**config.mk**
```make
export PLATFORM = sky130hd
export DESIGN_NAME = fpcr_top
export DESIGN_NICKNAME = d
export VERILOG_FILES = /design/src/core/fpcr_pkg.sv /design/src/core/fpcr_top.sv /design/src/core/fpcr_sector_guard.sv
export VERILOG_INCLUDE_DIRS = /design/src /design/src/core
export SDC_FILE = /design/constraint.sdc
export NUM_CORES = 1
export LEC_CHECK = 0
export CORE_UTILIZATION = 60
export DETAILED_ROUTE_END_ITERATION = 16
export DONT_BUFFER_PORTS = 1
export HOLD_SLACK_MARGIN = 0.15
export PLACE_DENSITY_LB_ADDON = 0.12
export SYNTH_ARGS = -nofsm -noshare
export SYNTH_HDL_FRONTEND = slang
export SYNTH_SLANG_ARGS = --single-unit
```
**constraint.sdc**
```tcl
create_clock -name core_clk -period 8.1 [get_ports core_clk]
set_input_delay 0 -clock core_clk [delete_from_list [all_inputs] [get_ports core_clk]]
set_output_delay 0 -clock core_clk [all_outputs]
set_load 0.01 [all_outputs]
```
**src/core/fpcr_map.svh**
```systemverilog
`ifndef FPCR_MAP_SVH
`define FPCR_MAP_SVH

// ----------------------------------------
// opcodes
// ----------------------------------------
`define FPCR_OP_WRSR 8'h01
`define FPCR_OP_WRDI 8'h04
`define FPCR_OP_RDSR 8'h05
`define FPCR_OP_WREN 8'h06
`define FPCR_OP_RDFS 8'h70
`define FPCR_OP_WRCF 8'hB1
`define FPCR_OP_RDCF 8'hB5

// ----------------------------------------
// frame lengths in serial clock bits
// ----------------------------------------
`define FPCR_BITS_OPC 6'h08
`define FPCR_BITS_WRSR 6'h10
`define FPCR_BITS_WRCF 6'h18
`define FPCR_BITS_WRAP 6'h38
`define FPCR_BITS_MAX 6'h3F

// ----------------------------------------
// sector array and protection levels
// ----------------------------------------
`define FPCR_SECTORS 12'h800
`define FPCR_LVL_ALL 4'hC

// ----------------------------------------
// configuration register fields and reset
// ----------------------------------------
`define FPCR_CFG_RST 16'hFFFF
`define FPCR_CFG_DUMMY_HI 15
`define FPCR_CFG_DUMMY_LO 12
`define FPCR_CFG_ADDR_BIT 0
`define FPCR_DUMMY_DEF_QUAD 4'hA
`define FPCR_DUMMY_DEF_SINGLE 4'h8
`define FPCR_DUMMY_DEF_A 4'h0
`define FPCR_DUMMY_DEF_B 4'hF

// ----------------------------------------
// timing
// ----------------------------------------
`define FPCR_CLK_NS 8
`define FPCR_T_WS_NS 5000000

`endif

```
**src/core/fpcr_pkg.sv**
```systemverilog
package fpcr_pkg;

	typedef enum logic [1:0] {
		FPCR_W_IDLE,
		FPCR_W_STATUS,
		FPCR_W_CONFIG
	} fpcr_wstate_t;

	typedef logic [10:0] fpcr_sector_t;

endpackage

```
**src/core/fpcr_top.sv**
```systemverilog
`timescale 1ns/1ps
`default_nettype none
`include "fpcr_map.svh"

module fpcr_top #(
	parameter int unsigned WS_CYCLES = `FPCR_T_WS_NS / `FPCR_CLK_NS
) (
	input wire logic core_clk,
	input wire logic rst_n,
	input wire logic chip_select_n,
	input wire logic serial_clock,
	input wire logic serial_lane_in,
	output logic serial_lane_out,
	output logic serial_lane_out_en,
	input wire logic mem_op_req,
	input wire logic mem_op_erase,
	input wire fpcr_pkg::fpcr_sector_t mem_op_sector,
	input wire logic mem_op_busy,
	input wire logic mem_fail_prog,
	input wire logic mem_fail_erase,
	input wire logic erase_susp,
	input wire logic prog_susp,
	output logic mem_op_grant,
	output logic mem_op_denied,
	output logic addr_four_byte,
	output logic [3:0] dummy_quad,
	output logic [3:0] dummy_single
);

	// ----------------------------------------
	// pin synchronisers
	// ----------------------------------------
	logic cs_s1_q, cs_s2_q, cs_s3_q;
	logic sck_s1_q, sck_s2_q, sck_s3_q;
	logic din_s1_q, din_s2_q;
	logic sck_rise, sck_fall, cs_rise;

	always_ff @(posedge core_clk or negedge rst_n) begin
		if (!rst_n) begin
			cs_s1_q <= 1'b1;
			cs_s2_q <= 1'b1;
			cs_s3_q <= 1'b1;
			sck_s1_q <= 1'b0;
			sck_s2_q <= 1'b0;
			sck_s3_q <= 1'b0;
			din_s1_q <= 1'b0;
			din_s2_q <= 1'b0;
		end else begin
			cs_s1_q <= chip_select_n;
			cs_s2_q <= cs_s1_q;
			cs_s3_q <= cs_s2_q;
			sck_s1_q <= serial_clock;
			sck_s2_q <= sck_s1_q;
			sck_s3_q <= sck_s2_q;
			din_s1_q <= serial_lane_in;
			din_s2_q <= din_s1_q;
		end
	end

	assign sck_rise = sck_s2_q & ~sck_s3_q;
	assign sck_fall = ~sck_s2_q & sck_s3_q;
	assign cs_rise = cs_s2_q & ~cs_s3_q;

	// ----------------------------------------
	// serial frame engine
	// ----------------------------------------
	logic [5:0] cnt_q, cnt_d, idx;
	logic [7:0] sh_q, sh_d, op_q, op_d;
	logic [15:0] data_q, data_d;
	logic out_q, out_d, oe_q, oe_d;
	logic is_read, rd_bit;
	logic [7:0] sr_view, fsr_view;
	logic [15:0] cfg_q;

	always_comb begin
		idx = cnt_q - `FPCR_BITS_OPC;
		is_read = (op_q == `FPCR_OP_RDSR) || (op_q == `FPCR_OP_RDFS)
			|| (op_q == `FPCR_OP_RDCF);
		unique case (op_q)
			`FPCR_OP_RDFS: rd_bit = fsr_view[3'h7 - idx[2:0]];
			`FPCR_OP_RDCF: rd_bit = (idx < 6'h10) ? cfg_q[4'hF - idx[3:0]] : 1'b0;
			default: rd_bit = sr_view[3'h7 - idx[2:0]];
		endcase
	end

	always_comb begin
		cnt_d = cnt_q;
		sh_d = sh_q;
		op_d = op_q;
		data_d = data_q;
		out_d = out_q;
		oe_d = oe_q;
		if (cs_s2_q) begin
			cnt_d = 6'h00;
			out_d = 1'b0;
			oe_d = 1'b0;
		end else begin
			if (sck_rise) begin
				sh_d = {sh_q[6:0], din_s2_q};
				if (cnt_q == `FPCR_BITS_OPC - 6'h01) begin
					op_d = {sh_q[6:0], din_s2_q};
				end else if (cnt_q >= `FPCR_BITS_OPC && cnt_q < `FPCR_BITS_WRCF) begin
					data_d = {data_q[14:0], din_s2_q};
				end
				cnt_d = (cnt_q == `FPCR_BITS_MAX) ? `FPCR_BITS_WRAP : cnt_q + 6'h01;
			end
			if (sck_fall && cnt_q >= `FPCR_BITS_OPC && is_read) begin
				oe_d = 1'b1;
				out_d = rd_bit;
			end
		end
	end

	always_ff @(posedge core_clk or negedge rst_n) begin
		if (!rst_n) begin
			cnt_q <= 6'h00;
			sh_q <= 8'h00;
			op_q <= 8'h00;
			data_q <= 16'h0000;
			out_q <= 1'b0;
			oe_q <= 1'b0;
		end else begin
			cnt_q <= cnt_d;
			sh_q <= sh_d;
			op_q <= op_d;
			data_q <= data_d;
			out_q <= out_d;
			oe_q <= oe_d;
		end
	end

	// ----------------------------------------
	// registers, timed writes and flags
	// ----------------------------------------
	fpcr_pkg::fpcr_wstate_t st_q, st_d;
	logic [19:0] tmr_q, tmr_d;
	logic wel_q, wel_d;
	logic [4:0] prot_q, prot_d;
	logic [15:0] cfg_d, pend_q, pend_d;
	logic e_ers_q, e_ers_d, e_prg_q, e_prg_d, e_prt_q, e_prt_d;
	logic grant_q, grant_d, deny_q, deny_d;
	logic addr_q, addr_d;
	logic [3:0] dq_q, dq_d, ds_q, ds_d, dcode;
	logic write_active_flag, busy_hit, wrsr_ok, wrcf_ok;

	fpcr_sector_guard u_guard (
		.protect_from_bottom(prot_q[3]),
		.level({prot_q[4], prot_q[2:0]}),
		.sector(mem_op_sector),
		.is_protected(busy_hit)
	);

	assign write_active_flag = (st_q != fpcr_pkg::FPCR_W_IDLE) || mem_op_busy;
	assign sr_view = {1'b0, prot_q, wel_q, write_active_flag};
	assign fsr_view = {~write_active_flag, erase_susp, e_ers_q, e_prg_q, 1'b0, prog_susp, e_prt_q,
		~cfg_q[0]};
	assign wrsr_ok = cs_rise && op_q == `FPCR_OP_WRSR && cnt_q == `FPCR_BITS_WRSR
		&& wel_q && !write_active_flag;
	assign wrcf_ok = cs_rise && op_q == `FPCR_OP_WRCF && cnt_q == `FPCR_BITS_WRCF
		&& wel_q && !write_active_flag;
	assign dcode = cfg_q[`FPCR_CFG_DUMMY_HI:`FPCR_CFG_DUMMY_LO];

	always_comb begin
		st_d = st_q;
		tmr_d = tmr_q;
		wel_d = wel_q;
		prot_d = prot_q;
		cfg_d = cfg_q;
		pend_d = pend_q;
		e_ers_d = e_ers_q;
		e_prg_d = e_prg_q;
		e_prt_d = e_prt_q;
		grant_d = 1'b0;
		deny_d = 1'b0;
		if (st_q != fpcr_pkg::FPCR_W_IDLE) begin
			if (tmr_q == 20'(WS_CYCLES - 1)) begin
				if (st_q == fpcr_pkg::FPCR_W_STATUS) begin
					prot_d = pend_q[6:2];
				end else begin
					cfg_d = pend_q;
				end
				st_d = fpcr_pkg::FPCR_W_IDLE;
				tmr_d = 20'h00000;
				wel_d = 1'b0;
			end else begin
				tmr_d = tmr_q + 20'h00001;
			end
		end
		if (cs_rise && cnt_q == `FPCR_BITS_OPC && op_q == `FPCR_OP_WREN) begin
			wel_d = 1'b1;
			e_ers_d = 1'b0;
			e_prg_d = 1'b0;
			e_prt_d = 1'b0;
		end
		if (cs_rise && cnt_q == `FPCR_BITS_OPC && op_q == `FPCR_OP_WRDI) begin
			wel_d = 1'b0;
		end
		if (wrsr_ok) begin
			st_d = fpcr_pkg::FPCR_W_STATUS;
			pend_d = {8'h00, data_q[7:0]};
		end
		if (wrcf_ok) begin
			st_d = fpcr_pkg::FPCR_W_CONFIG;
			pend_d = data_q;
		end
		if (mem_op_req) begin
			if (busy_hit) begin
				deny_d = 1'b1;
				e_prt_d = 1'b1;
				if (mem_op_erase) begin
					e_ers_d = 1'b1;
				end else begin
					e_prg_d = 1'b1;
				end
			end else begin
				grant_d = 1'b1;
			end
		end
		if (mem_fail_erase) begin
			e_ers_d = 1'b1;
		end
		if (mem_fail_prog) begin
			e_prg_d = 1'b1;
		end
		addr_d = ~cfg_q[`FPCR_CFG_ADDR_BIT];
		if (dcode == `FPCR_DUMMY_DEF_A || dcode == `FPCR_DUMMY_DEF_B) begin
			dq_d = `FPCR_DUMMY_DEF_QUAD;
			ds_d = `FPCR_DUMMY_DEF_SINGLE;
		end else begin
			dq_d = dcode;
			ds_d = dcode;
		end
	end

	always_ff @(posedge core_clk or negedge rst_n) begin
		if (!rst_n) begin
			st_q <= fpcr_pkg::FPCR_W_IDLE;
			tmr_q <= 20'h00000;
			wel_q <= 1'b0;
			prot_q <= 5'h00;
			cfg_q <= `FPCR_CFG_RST;
			pend_q <= 16'h0000;
			e_ers_q <= 1'b0;
			e_prg_q <= 1'b0;
			e_prt_q <= 1'b0;
			grant_q <= 1'b0;
			deny_q <= 1'b0;
			addr_q <= 1'b0;
			dq_q <= `FPCR_DUMMY_DEF_QUAD;
			ds_q <= `FPCR_DUMMY_DEF_SINGLE;
		end else begin
			st_q <= st_d;
			tmr_q <= tmr_d;
			wel_q <= wel_d;
			prot_q <= prot_d;
			cfg_q <= cfg_d;
			pend_q <= pend_d;
			e_ers_q <= e_ers_d;
			e_prg_q <= e_prg_d;
			e_prt_q <= e_prt_d;
			grant_q <= grant_d;
			deny_q <= deny_d;
			addr_q <= addr_d;
			dq_q <= dq_d;
			ds_q <= ds_d;
		end
	end

	assign serial_lane_out = out_q;
	assign serial_lane_out_en = oe_q;
	assign mem_op_grant = grant_q;
	assign mem_op_denied = deny_q;
	assign addr_four_byte = addr_q;
	assign dummy_quad = dq_q;
	assign dummy_single = ds_q;
endmodule // fpcr_top
`default_nettype wire

```
**src/core/fpcr_sector_guard.sv**
```systemverilog
`timescale 1ns/1ps
`default_nettype none
`include "fpcr_map.svh"

module fpcr_sector_guard (
	input wire logic protect_from_bottom,
	input wire logic [3:0] level,
	input wire fpcr_pkg::fpcr_sector_t sector,
	output logic is_protected
);

	logic [11:0] span;
	logic [11:0] sec_w;

	always_comb begin
		span = 12'h001 << (level - 4'h1);
		sec_w = {1'b0, sector};
		if (level == 4'h0) begin
			is_protected = 1'b0;
		end else if (level >= `FPCR_LVL_ALL) begin
			is_protected = 1'b1;
		end else if (protect_from_bottom) begin
			is_protected = sec_w < span;
		end else begin
			is_protected = sec_w >= (`FPCR_SECTORS - span);
		end
	end

endmodule // fpcr_sector_guard
`default_nettype wire

```
==> summary.md <==
| Metric | Value |
|---|---|
| Outcome | completed |
| Global-route wire length before repair | 20100 µm |
| Final #Nets | 581 |
| Die X | 101 µm |
| Crit path capture type | flop |
| # IOs | 36 |
| Crit path max-delay family | compound AO/OA/AOI/OAI gates |
| Period utilization | 49.4% |
| Synth top area cells | dfrtp_1 41%, mux2_2 9.5%, dfstp_2 9.3% |
| # DRC | 0 |
| Max-Cap Viols | 0 |
| Final hold violation count | 0 |
| Initial antenna violation count | 1 |
| Sequential share of the synthesized area | 50.4% |
| Crit path launch type | flop |
| CTS tree | built |
| Top sig layer | met4 |
| Fraction of layout cells with a size suffix above 1 | 23.8% |
| H-tree lvl count | 4 |
| Worst slew margin | 25.7% |
| Height of the die | 101 µm |
| Syn. warnings | 0 |
| Slew Viols, Final | 0 |
| P_leak | 2.95 nW |
| Worst endpoint data arrival time | 4.40 ns |
| Ys async rst share | 100% |
| FMAX | 250 MHz |
| Met3 wire len | 595 µm |
| DR iter-0 viols | 277 |
| Avg WL per Cell | 18.2 µm |
| Largest net degree at the start of global routing | 98 |
| Hold Path Class | in -> reg |
| Grt total ovfl | 0 |
| Seq cells post-synth | 118 |
| Least-Margin Pin Slew | 1.10 ns |
| RSZ-0062 raised after global routing | no |
| Most common cell on crit path | ha_1 |
| DR vias | 4043 |
| M1 WL | 5630 µm |
| Syn_nets | 564 |
| Place WS | 4.71 ns |
| Worst Setup Path Type | reg -> reg |
| Via density | 6.01 |
| Clk_lat worst skew | 0.52 ns |
| Syn avg cell area | 11.5 µm² |
| Yosys cell types | 59 |
| Number of port buffers | 0 |
| Initial Util | 63.1% |
| Setup Viol. Count Final | 0 |
| Vias in the first global route | 3979 |
| Gpl congestion | 0.848 |
| Syn Inst Count | 513 |
| Clock Skews | 0.00899 ns |
| Area leader, netlist | dfrtp_1 |
| GRT Total Usage | 26.2% |
| Min Clock Period, post-route | 4.00 ns |
| Power Density | 206 nW/µm² |
| First-pass detailed-route iteration total | 5 |
| Peak supply drop | 232 µV |
| TritonCTS Sinks | 118 |
| Root Driver | clkbuf_8 |
| Drt total wl | 12200 µm |
| Clock tree buffer depth | 2 |
| Top-area cell type share of the netlist area | 41.0% |
| Crit path max-delay cell type | dfrtp_1 |
| Critical path buffers and inverters | 1 |
| Setup Total Neg Slack | 0 ns |
| Number of synthesized flops with an enable pin | 0 |
| Primary FF master, synth | dfrtp_1 |
| Setup Buffers After CTS | 0 |
| Cells along the critical path | nor2_1, nand2_1, ha_1, a21o_1, a32o_1, ha_1, nor2b_1, a2111oi_0, o311a_1, o32ai_1, a221o_1, dlygate4sd3_1 |
| Worst EP required | 8.50 ns |
| Cts bufs inserted | 17 |
| CP peak stage delay | 0.55 ns |
| Post-detail-place hpwl | 8010 µm |
| CTS clk-pin slew, worst paths | 0.06 ns |
| DRT antenna net count | 0 |
| Syn-to-layout area delta | 14.2% |
| CORE AREA | 9370 µm² |
| Metal2 WL | 5810 µm |
| Final worst setup slack | 4.10 ns |
| Area of the die | 10300 µm² |
| Crit-path max FO | 17 |
| Mapped Area | 5910 µm² |
| Site Rows | 35 |
| Post-layout util | 72.1% |
| Number of fill cells | 664 |
==> path summary, 6_finish.rpt <==
kind / startpoint / to / slack (ns) / cells after the start
worst max-delay path: prot_q[4]$_DFFE_PN0P_ / e_prg_q$_DFF_PN0_ / 4.10 / 12
worst min-delay path: mem_op_sector[9] / mem_op_denied$_DFF_PN0_ / 0.17 / 5
worst max register to register: prot_q[4]$_DFFE_PN0P_ / e_prg_q$_DFF_PN0_ / 4.10 / 12
worst min register to register: din_s1_q$_DFF_PN0_ / din_s2_q$_DFF_PN0_ / 0.35 / 0
max in group asynchronous: rst_n / st_q[0]$_DFFE_PN0P_ / 7.42 / 3
min in group asynchronous: rst_n / cfg_q[8]$_DFFE_PN1P_ / 0.18 / 2
==> per-layer routing <==
layer | vias up | GRT usage, %
met2 | 115 | 41.7
li1 | 1902 | -
met4 | 0 | 11.4
met5 | - | 0
met3 | 19 | 6.49
met1 | 2007 | 34.4
==> cell families (layout without fill, tap and decap cells) <==
logic type	Yosys count	in the layout	synth area share (%)
multiplexers	69	69	14.2
XOR/XNOR	21	21	3.11
AO/OA/AOI/OAI	80	80	9.37
buffers and inverters	35	65	2.75
adder cells (fa/ha/maj)	28	28	5.92
other	0	1	0
flip-flops	118	118	50.4
AND/OR/NAND/NOR	162	162	14.2
==> metrics by stage <==
stage          total power, mW  hold WS (ns)  cells  instance area, µm²
2_1_floorplan            0.658        -0.296    513                5910
3_3_place_gp             0.666        -0.292    622                5970
3_5_place_dp             0.667        -0.291    622                5970
4_1_cts                   1.41         0.154    672                6750
5_1_grt                   1.44         0.171    672                6750
6_report                  1.39         0.172    673                6750
==> worst reg2reg max path, stage by stage (launching register included) <==
cell	delay [ns]
dfrtp_1	0.55
nor2_1	0.34
nand2_1	0.14
ha_1	0.35
a21o_1	0.22
a32o_1	0.20
ha_1	0.28
nor2b_1	0.13
a2111oi_0	0.37
o311a_1	0.24
o32ai_1	0.14
a221o_1	0.35
dlygate4sd3_1	0.55
==> state kept, by name, summed over array words and instances (netlist names), 2 cells and up <==
signal and cells:
tmr_q 20, cfg_q 16, data_q 16, pend_q 16, op_q 8, sh_q 7, cnt_q 6, prot_q 5
dummy_single 3, dummy_quad 2, st_q 2
==> cells in the final DEF (no fill, tap or decap), drive strengths merged, types with 16 or more instances in the layout <==
cell,instances
mux2,60
nand2,45
nor2,33
o21ai,18
clkbuf,18
dfstp,21
dfrtp,97
nand3,20
inv,19
ha,28
dlygate4sd3,16
==> Yosys cell counts, types with 5 or more instances <==
cell and number:
nor3_1 13, mux2_4 10, xnor2_1 13, clkbuf_1 8
a31oi_1 5, inv_1 15, nand4_1 13, nor2_1 31
o21ai_0 18, dfstp_2 21, a211oi_1 5, xor2_1 8
nand3_1 20, nand2_1 44, a21oi_1 15, ha_1 28
dfrtp_1 97, mux2i_1 6, nor2b_1 9, a22o_1 10
buf_2 7, a21o_1 6, mux2_2 50
==> layout make-up <==
type | instances | area [µm²] | area share [%]
sequential | 118 | 2980 | 44.1
multi-input combinational | 360 | 2770 | 41.0
clock buffer | 18 | 418 | 6.19
timing repair buffer | 18 | 215 | 3.19
tap | 129 | 161 | 2.39
clock inverter | 14 | 150 | 2.22
inverter | 15 | 56.3 | 0.834
antenna | 1 | 2.50 | 0.0371
==> power by group <==
part	total (mW)	switching [mW]	internal, mW
clock network	0.717	0.277	0.440
registers	0.622	0.0141	0.608
logic	0.0559	0.0273	0.0287
==> what timing repair did <==
action,4_1_cts,5_1_grt
gates resized for setup,0,0
hold buffers,18,0
endpoints found under the hold margin,137,0
Power figures use the tool's default switching activity.
